### config.mk
export PLATFORM = sky130hd
export DESIGN_NAME = link_training_status_regs
export DESIGN_NICKNAME = d
export VERILOG_FILES = /design/src/lts_pkg.sv /design/src/flag_bank_if.sv /design/src/sticky_flags.sv /design/src/link_training_status_regs.sv
export SDC_FILE = /design/constraint.sdc
export NUM_CORES = 1
export LEC_CHECK = 0
export BUFFER_PORTS_ARGS = -buffer_cell sky130_fd_sc_hd__clkbuf_2
export CORE_UTILIZATION = 56
export DETAILED_ROUTE_END_ITERATION = 8
export PLACE_DENSITY = 0.83
export SLEW_MARGIN = 25
export SYNTH_ARGS = -nofsm -noshare
export SYNTH_HDL_FRONTEND = slang
export SYNTH_HIERARCHICAL = 1
export SYNTH_SLANG_ARGS = --single-unit
### constraint.sdc
create_clock -name clk -period 7.7 [get_ports clk]
set_clock_uncertainty 0.05 [all_clocks]
set_input_delay 1.155 -clock clk [delete_from_list [all_inputs] [get_ports clk]]
set_output_delay 1.155 -clock clk [all_outputs]
set_load 0.05 [all_outputs]
### src/lts_pkg.sv
// Constants, field layout and encodings of the link training status registers.
package lts_pkg;

    // Register byte offsets on the APB.
    localparam int ADDR_W = 12;
    localparam logic [11:0] OFS_COMPLIANCE = 12'h068;
    localparam logic [11:0] OFS_ENTRY_BLOCK = 12'h06c;
    localparam logic [11:0] OFS_LINK_STATUS = 12'h080;
    localparam logic [11:0] OFS_TRAINING = 12'h084;
    localparam logic [11:0] OFS_RX_LOW_POWER = 12'h088;
    localparam logic [11:0] OFS_REASONS = 12'h08c;
    localparam logic [11:0] OFS_LANES = 12'h090;

    // Compliance rate range fields and reset values.
    localparam int MAX_SPEED_LO = 2;
    localparam int MIN_SPEED_LO = 0;
    localparam logic [1:0] MAX_SPEED_RST = 2'h3;
    localparam logic [1:0] MIN_SPEED_RST = 2'h0;
    localparam logic [1:0] RATE_2G5 = 2'h0;
    localparam logic [1:0] RATE_5G = 2'h1;

    // Received-training-set entry disables, also the grant vector order.
    localparam int BLK_DISABLE = 0;
    localparam int BLK_HOT_RESET = 1;
    localparam int BLK_LOOPBACK = 2;
    localparam int BLK_COMPLIANCE = 3;
    localparam logic [3:0] BLOCK_RST = 4'h0;

    // Link status bits.
    localparam int LINK_LAYER_BIT = 31;
    localparam int PHYS_LAYER_BIT = 30;
    localparam int IDLE_INFER_LO = 11;
    localparam int SPEED_FAIL_BIT = 8;
    localparam logic [15:0] LINK_FLAG_MASK = 16'hf900;

    // Training state view fields and reset values.
    localparam int MINOR_LO = 16;
    localparam logic [3:0] MAJOR_RST = 4'h0;
    localparam logic [3:0] MINOR_RST = 4'h1;

    // Recovery entry reason bits; bit 6 is reserved.
    localparam int RSN_RETRAIN = 0;
    localparam int RSN_DISABLE = 3;
    localparam int RSN_HOT_RESET = 4;
    localparam int RSN_RETRY = 5;
    localparam int RSN_PHY_BURST = 7;
    localparam int RSN_SKIP_TIMEOUT = 8;
    localparam int RSN_EIE_8G = 9;
    localparam int RSN_PARTNER_TS = 10;
    localparam int RSN_SPEED_CHANGE = 11;
    localparam logic [15:0] REASON_MASK = 16'h7fbf;

    // Timing.
    localparam int CLK_MHZ = 200;
    localparam int SKIP_TIMEOUT_US = 128;
    localparam int SKIP_TIMEOUT_CYCLES = SKIP_TIMEOUT_US * CLK_MHZ;
    localparam int PHY_BURST_CYCLES = 1024;

    typedef enum logic [3:0] {
        MAJ_DETECT = 4'h0,
        MAJ_POLLING = 4'h1,
        MAJ_CONFIG = 4'h2,
        MAJ_L0 = 4'h3,
        MAJ_RECOVERY = 4'h4,
        MAJ_DISABLED = 4'h5,
        MAJ_LOOPBACK = 4'h6,
        MAJ_HOT_RESET = 4'h7,
        MAJ_TX_L0S = 4'h8,
        MAJ_L1 = 4'h9,
        MAJ_L2 = 4'ha
    } major_state_type;

endpackage : lts_pkg

### src/flag_bank_if.sv
// Carrier between a register owner and a bank of sticky flags.
interface flag_bank_if #(
    parameter int W = 16
);
    logic [W-1:0] set;
    logic [W-1:0] clr;
    logic [W-1:0] flags;

    modport bank (
        input set,
        input clr,
        output flags
    );
    modport owner (
        output set,
        output clr,
        input flags
    );
endinterface : flag_bank_if

### src/sticky_flags.sv
// Bank of sticky write-one-to-clear flags in which a set beats a clear.
module sticky_flags #(
    parameter int W = 16,
    parameter logic [W-1:0] MASK = '1
) (
    input wire logic clk,
    input wire logic rst_n,
    flag_bank_if.bank fb
);
    logic [W-1:0] flags_q;

    if (W < 1) begin : g_bad_width
        $error("sticky_flags needs at least one flag");
    end

    // A new event outranks a clearing write in the same cycle.
    always_ff @(posedge clk or negedge rst_n) begin
        if (!rst_n) begin
            flags_q <= '0;
        end else begin
            flags_q <= ((flags_q & ~fb.clr) | fb.set) & MASK;
        end
    end

    assign fb.flags = flags_q;

    AST_SET_WINS: assert property (
        @(posedge clk) disable iff (!rst_n)
        ((fb.set & fb.clr & MASK) != '0) |=>
            ((flags_q & $past(fb.set & fb.clr & MASK))
             == $past(fb.set & fb.clr & MASK)))
        else $error("flag lost when set and clear met");

    AST_CLEAR_TAKES: assert property (
        @(posedge clk) disable iff (!rst_n)
        ((fb.clr & ~fb.set) != '0) |=>
            ((flags_q & $past(fb.clr & ~fb.set)) == '0))
        else $error("written one did not clear flag");

    AST_HOLD: assert property (
        @(posedge clk) disable iff (!rst_n)
        (fb.clr == '0) |=> ((flags_q & $past(flags_q)) == $past(flags_q)))
        else $error("sticky flag dropped without a clear");

endmodule : sticky_flags

### src/link_training_status_regs.sv
// Link training configuration and status registers behind an APB slave.
module link_training_status_regs #(
    parameter int SKIP_TIMEOUT_CYCLES = lts_pkg::SKIP_TIMEOUT_CYCLES,
    parameter int PHY_BURST_CYCLES = lts_pkg::PHY_BURST_CYCLES,
    parameter logic [1:0] MAX_SUPPORTED_RATE = lts_pkg::RATE_5G
) (
    input wire logic clk,
    input wire logic resetn,
    input wire logic psel,
    input wire logic penable,
    input wire logic pwrite,
    input wire logic [11:0] paddr,
    input wire logic [31:0] pwdata,
    input wire logic [3:0] pstrb,
    output logic [31:0] prdata,
    output logic pready,
    output logic pslverr,
    input wire logic link_layer_alive,
    input wire logic phys_layer_alive,
    input wire logic [1:0] link_speed,
    input wire logic [3:0] major_state,
    input wire logic [3:0] minor_state,
    input wire logic [2:0] rx_low_power_state,
    input wire logic [15:0] lane_presence,
    input wire logic [4:0] idle_infer_evt,
    input wire logic speed_change_fail_evt,
    input wire logic partner_training_set_reason,
    input wire logic eie_8g_reason,
    input wire logic retry_exhausted_reason,
    input wire logic [15:0] other_reason_evt,
    input wire logic skip_seen,
    input wire logic phy_error_cycle,
    input wire logic [3:0] rx_ts_entry_req,
    input wire logic [3:0] directed_entry_req,
    output logic [3:0] entry_grant,
    output logic compliance_allowed,
    output logic recovery_request
);
    localparam int SKIP_W = $clog2(SKIP_TIMEOUT_CYCLES + 1);
    localparam int PHY_W = $clog2(PHY_BURST_CYCLES + 1);
    localparam logic [SKIP_W-1:0] SKIP_LAST =
        SKIP_W'(SKIP_TIMEOUT_CYCLES - 1);
    localparam logic [PHY_W-1:0] PHY_LAST = PHY_W'(PHY_BURST_CYCLES - 1);

    if (SKIP_TIMEOUT_CYCLES < 2 || PHY_BURST_CYCLES < 2) begin : g_bad_cnt
        $error("timeout counts must be at least two cycles");
    end
    if (MAX_SUPPORTED_RATE > lts_pkg::RATE_5G) begin : g_bad_rate
        $error("only 2.5G and 5G rates are served");
    end

    logic rst_meta_q;
    logic rst_n;
    logic [1:0] max_speed_q;
    logic [1:0] min_speed_q;
    logic [3:0] block_q;
    logic link_up_q;
    logic phys_up_q;
    logic [1:0] speed_q;
    logic [3:0] major_q;
    logic [3:0] minor_q;
    logic [2:0] rx_lp_q;
    logic [15:0] lanes_q;
    logic [31:0] prdata_q;
    logic [3:0] grant_q;
    logic compliance_ok_q;
    logic [SKIP_W-1:0] skip_cnt_q;
    logic [PHY_W-1:0] phy_cnt_q;
    logic skip_timeout_reason;
    logic phy_error_burst_reason;
    logic in_l0;
    logic setup;
    logic wr_access;
    logic mapped;
    logic [31:0] wmask;

    flag_bank_if #(.W(16)) link_fb ();
    flag_bank_if #(.W(16)) reason_fb ();

    // The release of the reset is retimed; its assertion stays immediate.
    always_ff @(posedge clk or negedge resetn) begin
        if (!resetn) begin
            rst_meta_q <= 1'b0;
            rst_n <= 1'b0;
        end else begin
            rst_meta_q <= 1'b1;
            rst_n <= rst_meta_q;
        end
    end

    // APB decode: zero wait states, unmapped offsets answer with an error.
    always_comb begin
        case (paddr)
            lts_pkg::OFS_COMPLIANCE,
            lts_pkg::OFS_ENTRY_BLOCK,
            lts_pkg::OFS_LINK_STATUS,
            lts_pkg::OFS_TRAINING,
            lts_pkg::OFS_RX_LOW_POWER,
            lts_pkg::OFS_REASONS,
            lts_pkg::OFS_LANES: mapped = 1'b1;
            default: mapped = 1'b0;
        endcase
    end

    assign setup = psel && !penable;
    assign wr_access = psel && penable && pwrite && mapped;
    assign wmask = {{8{pstrb[3]}}, {8{pstrb[2]}}, {8{pstrb[1]}},
                    {8{pstrb[0]}}};
    assign pready = 1'b1;
    assign pslverr = psel && penable && !mapped;
    assign prdata = prdata_q;

    // Software-owned control fields.
    always_ff @(posedge clk or negedge rst_n) begin
        if (!rst_n) begin
            max_speed_q <= lts_pkg::MAX_SPEED_RST;
            min_speed_q <= lts_pkg::MIN_SPEED_RST;
            block_q <= lts_pkg::BLOCK_RST;
        end else if (wr_access && pstrb[0]) begin
            if (paddr == lts_pkg::OFS_COMPLIANCE) begin
                max_speed_q <= pwdata[lts_pkg::MAX_SPEED_LO +: 2];
                min_speed_q <= pwdata[lts_pkg::MIN_SPEED_LO +: 2];
            end
            if (paddr == lts_pkg::OFS_ENTRY_BLOCK) begin
                block_q <= pwdata[3:0];
            end
        end
    end

    // Status snapshots; the minor state wakes up as one.
    always_ff @(posedge clk or negedge rst_n) begin
        if (!rst_n) begin
            link_up_q <= 1'b0;
            phys_up_q <= 1'b0;
            speed_q <= lts_pkg::RATE_2G5;
            major_q <= lts_pkg::MAJOR_RST;
            minor_q <= lts_pkg::MINOR_RST;
            rx_lp_q <= 3'h0;
            lanes_q <= 16'h0000;
        end else begin
            link_up_q <= link_layer_alive;
            phys_up_q <= phys_layer_alive;
            // An unsupported code is never shown; the last valid one stays.
            if (link_speed <= MAX_SUPPORTED_RATE) begin
                speed_q <= link_speed;
            end
            major_q <= major_state;
            // Meaning follows the major state.
            minor_q <= minor_state;
            rx_lp_q <= rx_low_power_state;
            lanes_q <= lane_presence;
        end
    end

    // Read data are latched in the setup cycle and stand through access.
    always_ff @(posedge clk or negedge rst_n) begin
        if (!rst_n) begin
            prdata_q <= 32'h00000000;
        end else if (setup && !pwrite) begin
            case (paddr)
                lts_pkg::OFS_COMPLIANCE:
                    prdata_q <= {28'h0000000, max_speed_q, min_speed_q};
                lts_pkg::OFS_ENTRY_BLOCK:
                    prdata_q <= {28'h0000000, block_q};
                lts_pkg::OFS_LINK_STATUS:
                    prdata_q <= {link_up_q, phys_up_q, 14'h0000,
                                 link_fb.flags[15:2], speed_q};
                lts_pkg::OFS_TRAINING:
                    prdata_q <= {12'h000, minor_q, 12'h000, major_q};
                lts_pkg::OFS_RX_LOW_POWER:
                    prdata_q <= {29'h00000000, rx_lp_q};
                lts_pkg::OFS_REASONS:
                    prdata_q <= {16'h0000, reason_fb.flags};
                lts_pkg::OFS_LANES:
                    prdata_q <= {16'h0000, lanes_q};
                default:
                    prdata_q <= 32'h00000000;
            endcase
        end
    end

    assign in_l0 = (major_state == 4'(lts_pkg::MAJ_L0));

    // Skip watchdog: restarted by every skip set and outside L0.
    always_ff @(posedge clk or negedge rst_n) begin
        if (!rst_n) begin
            skip_cnt_q <= '0;
        end else if (!in_l0 || skip_seen || skip_timeout_reason) begin
            skip_cnt_q <= '0;
        end else begin
            skip_cnt_q <= skip_cnt_q + SKIP_W'(1);
        end
    end
    assign skip_timeout_reason = in_l0 && !skip_seen &&
                                 (skip_cnt_q == SKIP_LAST);

    // Error burst: only an unbroken run at 2.5G or 5G counts.
    always_ff @(posedge clk or negedge rst_n) begin
        if (!rst_n) begin
            phy_cnt_q <= '0;
        end else if (!in_l0 || !phy_error_cycle || phy_error_burst_reason
                     || speed_q > lts_pkg::RATE_5G) begin
            phy_cnt_q <= '0;
        end else begin
            phy_cnt_q <= phy_cnt_q + PHY_W'(1);
        end
    end
    assign phy_error_burst_reason = in_l0 && phy_error_cycle &&
                                    (phy_cnt_q == PHY_LAST);

    assign recovery_request = skip_timeout_reason ||
        phy_error_burst_reason ||
        (in_l0 && retry_exhausted_reason);

    // Link status flags: hardware events set, written ones clear.
    always_comb begin
        link_fb.set = 16'h0000;
        link_fb.set[lts_pkg::IDLE_INFER_LO +: 5] = idle_infer_evt;
        link_fb.set[lts_pkg::SPEED_FAIL_BIT] = speed_change_fail_evt;
        link_fb.clr = 16'h0000;
        if (wr_access && paddr == lts_pkg::OFS_LINK_STATUS) begin
            link_fb.clr = pwdata[15:0] & wmask[15:0];
        end
    end

    // Reasons are recorded only for an exit taken from L0.
    always_comb begin
        reason_fb.set = other_reason_evt;
        reason_fb.set[lts_pkg::RSN_PARTNER_TS] = partner_training_set_reason
            || other_reason_evt[lts_pkg::RSN_PARTNER_TS];
        reason_fb.set[lts_pkg::RSN_EIE_8G] = eie_8g_reason
            || other_reason_evt[lts_pkg::RSN_EIE_8G];
        reason_fb.set[lts_pkg::RSN_SKIP_TIMEOUT] = skip_timeout_reason;
        reason_fb.set[lts_pkg::RSN_PHY_BURST] = phy_error_burst_reason;
        reason_fb.set[lts_pkg::RSN_RETRY] = retry_exhausted_reason
            || other_reason_evt[lts_pkg::RSN_RETRY];
        if (!in_l0) begin
            reason_fb.set = 16'h0000;
        end
        reason_fb.clr = 16'h0000;
        if (wr_access && paddr == lts_pkg::OFS_REASONS) begin
            reason_fb.clr = pwdata[15:0] & wmask[15:0];
        end
    end

    sticky_flags #(.W(16), .MASK(lts_pkg::LINK_FLAG_MASK)) u_link_flags (
        .clk(clk),
        .rst_n(rst_n),
        .fb(link_fb.bank)
    );

    sticky_flags #(.W(16), .MASK(lts_pkg::REASON_MASK)) u_reason_flags (
        .clk(clk),
        .rst_n(rst_n),
        .fb(reason_fb.bank)
    );

    // Software-directed entries always pass; training-set ones may be cut.
    always_ff @(posedge clk or negedge rst_n) begin
        if (!rst_n) begin
            grant_q <= 4'h0;
            compliance_ok_q <= 1'b0;
        end else begin
            grant_q <= directed_entry_req |
                       (rx_ts_entry_req & ~block_q);
            compliance_ok_q <= (speed_q >= min_speed_q) &&
                               (speed_q <= max_speed_q);
        end
    end
    assign entry_grant = grant_q;
    assign compliance_allowed = compliance_ok_q;

    AST_DIRECTED_PASSES: assert property (
        @(posedge clk) disable iff (!rst_n)
        (directed_entry_req != 4'h0) |=>
            ((entry_grant & $past(directed_entry_req))
             == $past(directed_entry_req)))
        else $error("directed entry was not granted");

    AST_RX_TS_BLOCKED: assert property (
        @(posedge clk) disable iff (!rst_n)
        ((rx_ts_entry_req & block_q & ~directed_entry_req) != 4'h0) |=>
            ((entry_grant & $past(rx_ts_entry_req & block_q
              & ~directed_entry_req)) == 4'h0))
        else $error("disabled training-set entry was granted");

    AST_COMPLIANCE_RANGE: assert property (
        @(posedge clk) disable iff (!rst_n)
        compliance_allowed |-> ($past(speed_q) >= $past(min_speed_q)
            && $past(speed_q) <= $past(max_speed_q)))
        else $error("compliance allowed outside speed range");

    AST_LINK_UP_READ: assert property (
        @(posedge clk) disable iff (!rst_n)
        (setup && !pwrite && paddr == lts_pkg::OFS_LINK_STATUS) |=>
            (prdata[31] == $past(link_up_q) && prdata[30] == $past(phys_up_q)))
        else $error("link up bits misreported");

    AST_SPEED_SUPPORTED: assert property (
        @(posedge clk) disable iff (!rst_n)
        speed_q <= MAX_SUPPORTED_RATE)
        else $error("unsupported speed shown");

    AST_IDLE_INFER_SET: assert property (
        @(posedge clk) disable iff (!rst_n)
        idle_infer_evt[0] |=> link_fb.flags[lts_pkg::IDLE_INFER_LO])
        else $error("idle inference flag not set");

    AST_SPEED_FAIL_SET: assert property (
        @(posedge clk) disable iff (!rst_n)
        speed_change_fail_evt |=> link_fb.flags[lts_pkg::SPEED_FAIL_BIT])
        else $error("speed change failure flag not set");

    AST_SKIP_TIMEOUT: assert property (
        @(posedge clk) disable iff (!rst_n)
        (in_l0 && !skip_seen && skip_cnt_q == SKIP_LAST) |->
            recovery_request ##1 reason_fb.flags[lts_pkg::RSN_SKIP_TIMEOUT])
        else $error("skip timeout did not force recovery");

    AST_PHY_BURST: assert property (
        @(posedge clk) disable iff (!rst_n)
        phy_error_burst_reason |->
            recovery_request ##1 reason_fb.flags[lts_pkg::RSN_PHY_BURST])
        else $error("error burst did not force recovery");

    AST_RETRY: assert property (
        @(posedge clk) disable iff (!rst_n)
        (in_l0 && retry_exhausted_reason) |->
            recovery_request ##1 reason_fb.flags[lts_pkg::RSN_RETRY])
        else $error("exhausted replays did not force recovery");

    AST_PARTNER_TS: assert property (
        @(posedge clk) disable iff (!rst_n)
        (in_l0 && partner_training_set_reason) |=>
            reason_fb.flags[lts_pkg::RSN_PARTNER_TS])
        else $error("partner training set reason not set");

    AST_SPEED_CHANGE: assert property (
        @(posedge clk) disable iff (!rst_n)
        (in_l0 && other_reason_evt[lts_pkg::RSN_SPEED_CHANGE]) |=>
            reason_fb.flags[lts_pkg::RSN_SPEED_CHANGE])
        else $error("directed speed change reason not set");

    AST_DIRECTED_REASONS: assert property (
        @(posedge clk) disable iff (!rst_n)
        (in_l0 && other_reason_evt[lts_pkg::RSN_HOT_RESET]
         && other_reason_evt[lts_pkg::RSN_DISABLE]) |=>
            (reason_fb.flags[lts_pkg::RSN_HOT_RESET]
             && reason_fb.flags[lts_pkg::RSN_DISABLE]))
        else $error("directed reason flags not set");

endmodule : link_training_status_regs

==> impl_summary.md, run 1 <==
Hold path
The type of the tightest min-delay check is register to asynchronous set/reset pin.

Critical path
The kind of cell with the highest combined delay along the critical path is buffers and inverters. The worst setup path is of the input pin to primary output kind. The buffer and inverter count on the worst path is 2. The logic depth of the worst register-to-register path is 5.

The kind of capture point of the worst setup path is a primary output. The longest individual stage delay on the worst path is 480 ps. The data required time of the worst path is 6490 ps. STA classifies the critical path startpoint as an input pin. The data arrival time of the worst path is 2850 ps. The count of cell instances traversed by the critical path is 5. The critical path goes through clkbuf_2 -> and4bb_2 -> a22oi_1 -> o211a_1 -> clkbuf_2. Counting stages on the worst path, the most repeated cell is sky130_fd_sc_hd__clkbuf_2.

The largest individual stage delay along the critical path comes from the cell sky130_fd_sc_hd__clkbuf_2. Of all nets on the critical path, the largest fanout is 19.

Clocking
The hold buffer count at cts is 0. Counting along the longest clock path gives a buffer depth of 2. The number of cells upsized or downsized after cts is 0. The H-tree generated during clock tree synthesis spans 4 levels. The buffer cell driving the clock tree root is sky130_fd_sc_hd__clkbuf_8. Buffers added to address setup during post-CTS repair amount to 0.

The count of clock tree sinks is 114. The TritonCTS buffer count is 17. The later pin in the worst-skew pair is clocked with a latency of 510 ps. The CTS clock-pin slew for the worst setup and hold paths is 60 ps. The TritonCTS clock tree is done.

Floorplan
The full die area is 0.009868 mm^2. Once the floorplan was initialized, standard cells occupied 57.70% of the core. The die is 99.34 um wide. The initialized floorplan defines 35 standard-cell rows. The count of pins on the block boundary is 159.

The core region is 0.009196 mm^2. From bottom edge to top edge, the die measures 99.34 um.

Route
The via count normalized by instance count is 5.381. For this run, design rule violations remaining after detail routing come to 0. In the final routed layout, each cell accounts on average for 16.01 um.

The first-pass iteration count of the detailed router is 5. The iteration-0 DRC count of the detailed router is 242. The total number of vias is 3993. For this block, the routed nets add up to 11.88 mm of wire. The count of nets left with antenna violations once routing finished came out at 0.

Placement
The placed instances occupy a cell area of 0.005922 mm^2. The placed wire-length estimate after detailed placement is 8.305 mm. During placement, the flow inserted port buffers numbering 124. Routability-driven placement finished with a final weighted congestion of 0.8639.

OpenSTA, run right after detailed placement, puts the worst setup slack at 3677 ps.

Finish
0 antenna diodes ended up in the layout. Compared with the post-synthesis result, the final layout area differs by 22.78%. In the final layout, the share of cells above drive strength 1 is 31.22%. The sequential cell area is 0.002860 mm^2.

The final standard cell utilization of the core is 70.84%. Counting the fill cells in the layout gives 663. The multi-input combinational cells in the finished layout cover a total of 0.002148 mm^2. At the end of the flow, the number of nets in the layout was 743.

The summed area of non-filler cells in the final layout is 0.006515 mm^2.

STA
The max-slew violation total from the final report is 0. The highest clock rate is 246.7 MHz. The post-layout minimum cycle time is 4053 ps.

The setup violation total in the final timing report is 0. The count of endpoints failing hold in the final timing report was 0. Setup repair after global routing left no endpoint under its margin.

The tightest slew margin relative to the limit is 41.22%. After layout, the worst path uses 52.64% of the clock period. The actual slew at the worst max-slew pin is 876.9 ps. The smallest setup slack after layout is 3647 ps. After routing, the total negative slack on setup checks comes to 0 ps. On the final layout, the worst hold slack is 204.2 ps.

Power
The static leakage is 0.003047 uW. Across the VDD grid, the largest voltage drop is 0.1762 mV. The power density over the cells is 230.5 mW/mm^2.

Synth
The Yosys step of the flow raised 6 warnings. After synthesis the cells add up to 0.005306 mm^2. Each instance of the synthesized netlist takes up on average 10.76 um^2. The number of standard cells after synthesis is 493.

Global route
The total global-route track usage is 26.28%. The largest net degree at the start of global routing is 83. After global routing the overflow that remains totals 0.

The initial antenna violation count is 0. The first global-routing pass estimated 19.74 mm of wire. The via count of the first global-routing pass came to 4176.

Run
The tool flagged a number of max-cap violations equal to 0.

Outcome
The run finished with clean final reports.
==> state kept, by name (all words and copies together), names as in the netlist, 2 cells and up <==
register / flops
block_q: 4
entry_grant: 4
lanes_q: 16
major_q: 4
max_speed_q: 2
min_speed_q: 2
minor_q: 4
phy_cnt_q: 11
prdata: 22
rx_lp_q: 3
skip_cnt_q: 15
speed_q: 2
u_link_flags/fb.flags: 6
u_reason_flags/fb.flags: 14
==> layout make-up <==
cell class              instances  share of cell area [%]
well taps                     111                   2.132
flip-flops and latches        114                   43.90
repair buffers                127                   9.929
inverters                      36                   2.074
clock inverters                11                   2.093
multi-input cells             322                   32.97
clock buffers                  21                   6.895
==> cell usage in the layout (no fill, tap or decap), types with 3 or more instances in the layout <==
master and count:
sky130_fd_sc_hd__clkbuf_2 124, sky130_fd_sc_hd__dfrtp_1 110, sky130_fd_sc_hd__nor2_1 48, sky130_fd_sc_hd__nand2_1 42
sky130_fd_sc_hd__inv_1 36, sky130_fd_sc_hd__a21o_1 24, sky130_fd_sc_hd__conb_1 22, sky130_fd_sc_hd__mux2i_1 18
sky130_fd_sc_hd__clkbuf_16 16, sky130_fd_sc_hd__a2bb2oi_1 14, sky130_fd_sc_hd__nand3_1 13, sky130_fd_sc_hd__xnor2_1 12
sky130_fd_sc_hd__o21ai_2 11, sky130_fd_sc_hd__mux2_2 11, sky130_fd_sc_hd__and2_1 10, sky130_fd_sc_hd__xor2_1 8
sky130_fd_sc_hd__nor4_1 7, sky130_fd_sc_hd__and3_1 7, sky130_fd_sc_hd__nand4_1 6, sky130_fd_sc_hd__o21ai_0 6
sky130_fd_sc_hd__a22o_1 6, sky130_fd_sc_hd__ha_1 6, sky130_fd_sc_hd__clkinv_2 6, sky130_fd_sc_hd__or4_1 5
sky130_fd_sc_hd__a21oi_1 5, sky130_fd_sc_hd__or2_2 4, sky130_fd_sc_hd__or3_1 3, sky130_fd_sc_hd__nor3_1 3
sky130_fd_sc_hd__o21a_1 3, sky130_fd_sc_hd__nor3b_1 3, sky130_fd_sc_hd__clkbuf_8 3, sky130_fd_sc_hd__bufinv_16 3
sky130_fd_sc_hd__dfstp_2 3
==> report_power, final <==
group,internal [uW],switching (uW),leakage (uW),total (uW)
logic,40.0,59.0,0.00134,99.0
registers,621,12.6,0.00141,634
clock network,506,263,0.000291,769
==> worst paths after layout <==
kind	slack, ps	end	start
setup / recovery	3650	pslverr	paddr[4]
hold / removal	200	entry_grant[0]$_DFF_PN0_	rst_n$_DFF_PN0_
setup reg to reg	5550	skip_cnt_q[6]$_DFF_PN0_	skip_cnt_q[0]$_DFF_PN0_
hold reg to reg	200	entry_grant[0]$_DFF_PN0_	rst_n$_DFF_PN0_
max in group asynchronous	6360	prdata[17]$_DFFE_PN0P_	rst_n$_DFF_PN0_
min in group clk	300	rst_n$_DFF_PN0_	rst_meta_q$_DFF_PN0_
==> through the flow <==
stage | power, uW | instances
3_3_place_gp | 738.5 | 710
4_1_cts | 1508 | 742
2_1_floorplan | 707.6 | 511
3_5_place_dp | 742.4 | 710
6_report | 1502 | 742
5_1_grt | 1550 | 742
==> routing by layer <==
metal,track usage [%],part of all wire (%)
met4,10.52,2.2
met1,31.88,42
met3,6.887,5.1
met2,44.87,51
met5,0,0
Note: power is estimated with default switching activity, not from simulation.
==> run 2, diff against run 1 <==
Settings changed: ABC_AREA set to 1, CORE_UTILIZATION 56 to 48, PLACE_DENSITY 0.83 to 0.74.
Clock period 7.7 ns to 3.3 ns, I/O delays scaled along.
==> run 2 against run 1 <==
Against the previous run: wire length rose by 4.3%; total power rose to 2.5 times the previous value; setup slack got worse by 3400 ps; synthesized cell count rose by 45%; critical endpoint is now recovery_request; highest routed layer unchanged.
==> impl_summary.md, run 2 <==
Outcome
The run finished with clean final reports.

Placement
The placed wire-length estimate after detailed placement is 9.198 mm (+11%). The count of buffers from port buffering was 124 (unchanged). The routability congestion estimate from global placement is 0.8745 (+1.2%). The worst slack after detailed placement came to 724.4 ps (-2953 ps).

STA
The count of endpoints failing hold in the final timing report is 0 (unchanged). The max-slew violation total from the final report is 0 (unchanged). The setup violation total in the final timing report is 0 (unchanged). The worst path uses 91.27% of the clock period.

Timing would allow up to 332.0 MHz. The smallest setup slack after layout is 288.1 ps (-3359 ps). The tightest slew margin relative to the limit was 56.84% (+16 points). The actual slew at the worst max-slew pin is 646.7 ps (-230.1 ps). The sum of negative setup slack is 0 ps (unchanged).

The smallest clock period supported by the final layout is computed as 3012 ps. Setup repair after global routing left no endpoint under its margin.

Critical path
The path type of the worst setup path is register to primary output. The data arrival time of the worst path was 2470 ps (-380 ps). The worst register-to-register path ends at phy_cnt_q[5]$_DFF_PN0_. The register-to-register setup slack was 1260 ps (-4290 ps).

STA classifies the critical path startpoint as a register. The logic depth of the worst register-to-register path is 10 (+5). The worst flop-to-flop path startpoint is phy_cnt_q[0]$_DFF_PN0_. The data required time of the worst path is 2750 ps (-3740 ps).

The kind of capture point of the worst setup path is a primary output. The maximum fanout along the worst path is 7 (-12).

Hold path
For hold timing, the worst endpoint is minor_q[0]$_DFF_PN1_. The number of cells traversed by the worst hold path is 1. The type of the tightest min-delay check is input pin to register.

The startpoint of the tightest hold check path is minor_state[0].

Clocking
The number of post-CTS setup repair buffers is 0 (unchanged). The CTS clock-pin slew for the worst setup and hold paths came to 50 ps (about the same). The count of clock tree sinks is 114 (unchanged). The buffer cell driving the clock tree root is sky130_fd_sc_hd__clkbuf_16. The TritonCTS clock tree is done.

The H-tree level count was 4 (unchanged). The number of cells upsized or downsized after cts is 0 (unchanged). The TritonCTS buffer count was 17 (unchanged). The clock insertion delay at the later pin of the skew report is 420 ps (-90 ps).

The deepest clock path buffer count is 2 (unchanged).

Global route
The largest net degree at the start of global routing came to 68 (-18%). The total global-route track usage was 22.16% (-4.1 points). The global-route congestion overflow total was 0 (unchanged). The initial antenna violation count is 0 (unchanged). The via count of the first global-routing pass came to 4488 (+7.5%). The first-pass GRT wire length is 21.29 mm (+7.9%).

Floorplan
The full die area is 0.01226 mm^2 (+24%). The total core area is 0.01147 mm^2 (+25%). The number of cell rows is 39 (+11%). The die width is 110.7 um (+11%).

The initial core utilization is 49.49% (-8.2 points). The height of the die came to 110.7 um (+11%). The count of pins on the block boundary came to 159 (unchanged).

Finish
The area growth from synthesis to layout is 24.25%. The final standard cell utilization of the core is 61.49% (-9.3 points). The total number of nets in the final design is 969 (+30%). Leaving out fill and tap cells, the most frequent cell in the layout is sky130_fd_sc_hd__nand2_1. The antenna diode instance count is 0 (unchanged). Leaving out fill and tap cells, the most frequent cells in the layout are sky130_fd_sc_hd__nand2_1, sky130_fd_sc_hd__inv_1, sky130_fd_sc_hd__clkbuf_2, sky130_fd_sc_hd__dfrtp_1, sky130_fd_sc_hd__nor2_1. The share of final-layout standard cells stronger than drive strength 1 is 22.52% (-8.7 points).

The number of flip-flops under the largest register name came to 22 (unchanged).

Power
The static leakage is 0.003740 uW (+23%). The worst-case vdd ir drop is 0.4017 mV (+130%). The final total power is 3797 uW (+150%).

The power density over the cells is 538.4 mW/mm^2 (+130%).

Route
The iteration-0 DRC count of the detailed router is 313 (+29%). The first-pass iteration count of the detailed router is 4 (-1). The number of nets still failing antenna checks after routing is 0 (unchanged). The total number of vias is 4775 (+20%). The via count normalized by instance count is 4.775 (-11%). The average wire length per cell after detail routing was 12.39 um (-23%). The total length of routed wires is 12.39 mm (+4.3%). The number of remaining DRC errors was 0 (unchanged).

Run
The max-capacitance violation count is 0 (unchanged).

Synth
The cell area after synthesis is 0.005675 mm^2 (+7.0%). The number of standard cells after synthesis is 713 (+45%). The count of yosys warnings during synthesis is 6 (unchanged).

The synthesized area per cell is 7.960 um^2 (-26%).
-- run 2: worst max-delay path, cell delays in order, from the launching register on --
cell                       delay, ps
sky130_fd_sc_hd__dfrtp_1         460
sky130_fd_sc_hd__ha_1            200
sky130_fd_sc_hd__nand2_1          50
sky130_fd_sc_hd__inv_1            90
sky130_fd_sc_hd__nand3_1         130
sky130_fd_sc_hd__nor3_1          260
sky130_fd_sc_hd__nand2_1         120
sky130_fd_sc_hd__nor2_1          180
sky130_fd_sc_hd__nand4_1         140
sky130_fd_sc_hd__nand3_1         120
sky130_fd_sc_hd__clkbuf_2        280
-- run 2: how the worst max path moves through the flow --
stage	start	end	slack (ps)	cells past startpoint
floorplan	paddr[11]	pslverr	770	9
global placement	paddr[1]	pslverr	720	10
detailed placement	paddr[1]	pslverr	720	10
CTS	phy_cnt_q[0]$_DFF_PN0_	recovery_request	310	10
global route	phy_cnt_q[0]$_DFF_PN0_	recovery_request	40	10
finish	phy_cnt_q[0]$_DFF_PN0_	recovery_request	290	10
-- run 2: what timing repair did --
| action | in CTS | in global routing |
|---|---|---|
| hold endpoints to repair | 2 | 0 |
| hold buffers | 1 | 0 |
| setup endpoints to repair | 0 | 0 |
-- run 2: cell type report --
cell class | count | area [um^2]
inverters | 134 | 503.0
well taps | 143 | 178.9
clock inverters | 10 | 202.7
clock buffers | 22 | 474.2
flip-flops and latches | 114 | 2860
fillers | 1017 | 4415
repair buffers | 130 | 680.7
multi-input cells | 447 | 2152
-- run 2: where the power goes --
group	leakage, uW	switching [uW]	total, uW	internal (uW)
logic	0.00200	149	220	71.7
registers	0.00141	33.5	1480	1450
clock network	0.000330	624	2090	1470
-- run 2: through the flow --
step,instance area (um^2),hold slack [ps],std cells
after floorplan,5744,149.4,731
after global placement,6365,232.6,967
after detailed placement,6365,235.5,967
after CTS,7052,109.0,1000
after global routing,7052,107.2,1000
final,7052,131.1,1000
-- run 2: per-layer routing --
layer | wire (um) | vias to the layer above | share of wire, % | GRT usage [%]
met5 | 0 | - | 0 | 0
met4 | 216 | 0 | 1.7 | 8.622
met3 | 648 | 16 | 5.2 | 5.467
met2 | 5834 | 145 | 47 | 34.24
met1 | 5688 | 2197 | 46 | 30.13
li1 | - | 2417 | - | -
==> run 3, diff against run 2 <==
Settings changed: ABC_AREA 1 to not set, CORE_MARGIN set to 2, CORE_UTILIZATION 48 to 47.
==> run 3 against run 2 <==
Against the previous run: count of clock-buffer cells in the layout is 1 higher; clock power is 10% lower; global-route usage shrank 0.54 points; fmax is 0.69% lower; sequential cell count unchanged; largest cell class unchanged.
==> impl_summary.md, run 3 (synthesis gave the netlist of run 1 again) <==
Outcome
The run finished with clean final reports.

Clocking
TritonCTS built the clock tree. The clock insertion delay at the later pin of the skew report is 410 ps (about the same). The deepest clock path buffer count is 2 (unchanged). The count of clock tree sinks is 114 (unchanged). The buffer cell driving the clock tree root is sky130_fd_sc_hd__clkbuf_16.

The number of post-CTS setup repair buffers is 0 (unchanged). The TritonCTS buffer count was 17 (unchanged). The H-tree level count is 4 (unchanged).

The CTS clock-pin slew for the worst setup and hold paths came to 50 ps (about the same).

Critical path
The maximum fanout along the worst path is 5 (-2). The data arrival time of the worst path is 2490 ps (+20 ps). The critical path in this run is classified as register to primary output.

The register-to-register setup slack is 1380 ps (+120 ps). The worst register-to-register path ends at skip_cnt_q[4]$_DFF_PN0_. The data required time of the worst path came to 2750 ps (about the same).

STA classifies the critical path endpoint as a primary output. The worst flop-to-flop path startpoint is skip_cnt_q[0]$_DFF_PN0_. The logic depth of the worst register-to-register path is 6 (-4). The kind of start point of the critical path is a register.

Finish
The number of filler instances in the final layout is 910 (-11%). The share of final-layout standard cells stronger than drive strength 1 is 31.77% (+9.2 points). The most frequent standard cell in the layout excluding fill and tap cells is sky130_fd_sc_hd__clkbuf_2. The antenna diode instance count was 0 (unchanged). The summed area of non-filler cells in the final layout came to 0.006628 mm^2 (-6.0%). The area growth from synthesis to layout is 24.90%. In the layout the commonest cells are sky130_fd_sc_hd__clkbuf_2, sky130_fd_sc_hd__dfrtp_1, sky130_fd_sc_hd__nor2_1, sky130_fd_sc_hd__nand2_1, sky130_fd_sc_hd__inv_1. The number of flip-flops under the largest register name is 22 (unchanged). The total number of nets in the final design came to 751 (-22%). The number of standard cells in the final layout excluding fillers came to 779 (-22%).

Global route
The largest net degree at the start of global routing was 52 (-24%). The global-route congestion overflow total is 0 (unchanged). The via count of the first global-routing pass is 4041 (-10%). The initial antenna violation count is 0 (unchanged). The first-pass GRT wire length is 19.28 mm (-9.5%). The total global-route track usage is 21.62% (-0.54 points).

Placement
The worst slack after detailed placement is 673.6 ps (-50.76 ps). The post-place instance area is 0.006002 mm^2 (-5.7%). The post-placement cell count is 746 (-23%). The routability congestion estimate from global placement is 0.8830 (+0.97%). The placed wire-length estimate after detailed placement is 8.780 mm (-4.5%). The count of buffers from port buffering was 124 (unchanged).

Hold path
The type of the tightest min-delay check is input pin to register. The startpoint of the tightest hold check path is minor_state[0]. The end of the worst hold path is minor_q[0]$_DFF_PN1_. The number of cells traversed by the worst hold path is 1 (unchanged).

Power
The static leakage is 0.003077 uW (-18%). The power density over the cells is 542.0 mW/mm^2 (+0.67%). The power dissipated by switching net loads came to 786.3 uW (-2.4%). The design internal power was 2806 uW (-6.2%). The proportion of power drawn by the clock network is 52.3% (-2.9 points). The worst-case vdd ir drop came to 0.4319 mV (+7.5%). The part of the total power dissipated in combinational logic is 6.4% (+0.6 points). The sequential power share is 41.3% (+2.3 points).

The switching fraction of total power came to 21.89% (+0.66 points).

Floorplan
The total core area is 0.01094 mm^2 (-4.6%). The count of pins on the block boundary was 159 (unchanged). The initial core utilization was 48.52% (-0.97 points). The die width is 110.3 um (-0.43%).

The number of cell rows is 38 (-2.6%). The height of the die is 110.3 um (-0.43%). The full die area is 0.01216 mm^2 (-0.86%).

STA
The tightest slew margin relative to the limit is 51.28% (-5.6 points). The actual slew at the worst max-slew pin was 720.6 ps (+73.91 ps). The ratio of final minimum period to clock period was 91.90% (+0.63 points). The highest clock rate is 329.7 MHz (-0.69%). The smallest setup slack after layout is 267.4 ps (-20.78 ps). The post-layout minimum cycle time is 3033 ps (+20.78 ps). Setup repair after global routing left no endpoint under its margin. The max-slew violation total from the final report came to 0 (unchanged). The sum of negative setup slack is 0 ps (unchanged). The setup violation total in the final timing report is 0 (unchanged). The worst hold margin came to 108.6 ps (-22.55 ps). The count of endpoints failing hold in the final timing report is 0 (unchanged).

Route
The total length of routed wires was 11.97 mm (-3.4%). The total number of vias was 3939 (-18%). The iteration-0 DRC count of the detailed router is 232 (-26%). The number of remaining DRC errors is 0 (unchanged). The via count normalized by instance count is 5.056 (+5.9%).

The number of nets still failing antenna checks after routing is 0 (unchanged). The first-pass iteration count of the detailed router is 4 (unchanged). The average wire length per cell after detail routing was 15.37 um (+24%).

Run
The max-capacitance violation count was 0 (unchanged).
## run 3: changes by cell type in the layout (fill, tap and decap cells not counted), sizes merged, moves of 14 or more
cell	before	now
a21o	4	24
a2bb2oi	0	14
inv	134	36
mux2i	0	18
nand2	180	42
nand3	57	13
nor2	77	48
nor3	37	4
## run 3: worst max path at each step
| stage | start | to |
|---|---|---|
| after global placement | skip_cnt_q[0]$_DFF_PN0_ | recovery_request |
| after global routing | skip_cnt_q[0]$_DFF_PN0_ | recovery_request |
| after detailed placement | skip_cnt_q[0]$_DFF_PN0_ | recovery_request |
| final | skip_cnt_q[0]$_DFF_PN0_ | recovery_request |
| after floorplan | skip_cnt_q[0]$_DFF_PN0_ | recovery_request |
| after CTS | skip_cnt_q[0]$_DFF_PN0_ | recovery_request |
## run 3: power groups by stage
| stage | sequential (uW) | clock, uW | combinational (uW) |
|---|---|---|---|
| after floorplan | 1520 | 0 | 131 |
| after global placement | 1500 | 0 | 225 |
| after detailed placement | 1510 | 0 | 229 |
| after CTS | 1480 | 1920 | 232 |
| after global routing | 1490 | 1990 | 252 |
| final | 1480 | 1880 | 230 |
## run 3: layout make-up
cell class                 instances  area, um^2  area share (%)
multi-input combinational        322        2136           32.23
sequential                       114        2860           43.16
clock buffer                      23       488.0           7.363
clock inverter                     9       127.6           1.926
tap                              140       175.2           2.643
inverter                          36       135.1           2.039
timing repair buffer             135       705.7           10.65
## run 3: worst max-delay path, stage by stage (launching register included)
cell	delay [ps]
sky130_fd_sc_hd__dfrtp_1	360
sky130_fd_sc_hd__ha_1	210
sky130_fd_sc_hd__nand4_1	210
sky130_fd_sc_hd__or3_1	480
sky130_fd_sc_hd__or3_1	360
sky130_fd_sc_hd__a21boi_0	160
sky130_fd_sc_hd__clkbuf_2	300
## run 3: repair_timing
item,in CTS,in global routing
hold buffers,1,0
resized for setup,0,0
endpoints found under the hold margin,2,0
## run 3: layer usage
layer  global-route usage (%)  wire length (um)  vias up  share of wire [%]
met3                    6.173               668       24                5.6
met2                    35.67              5939      118                 50
met4                    9.107               237        0                2.0
li1                         -                 -     1909                  -
met5                        0                 0        -                  0
met1                    26.65              5125     1888                 43
## run 3: through the flow
| stage | total power [uW] | utilization, % |
|---|---|---|
| after floorplan | 1651 | - |
| after global placement | 1728 | 54.89 |
| after detailed placement | 1736 | 54.89 |
| after CTS | 3637 | 60.61 |
| after global routing | 3735 | 60.61 |
| final | 3592 | 60.61 |
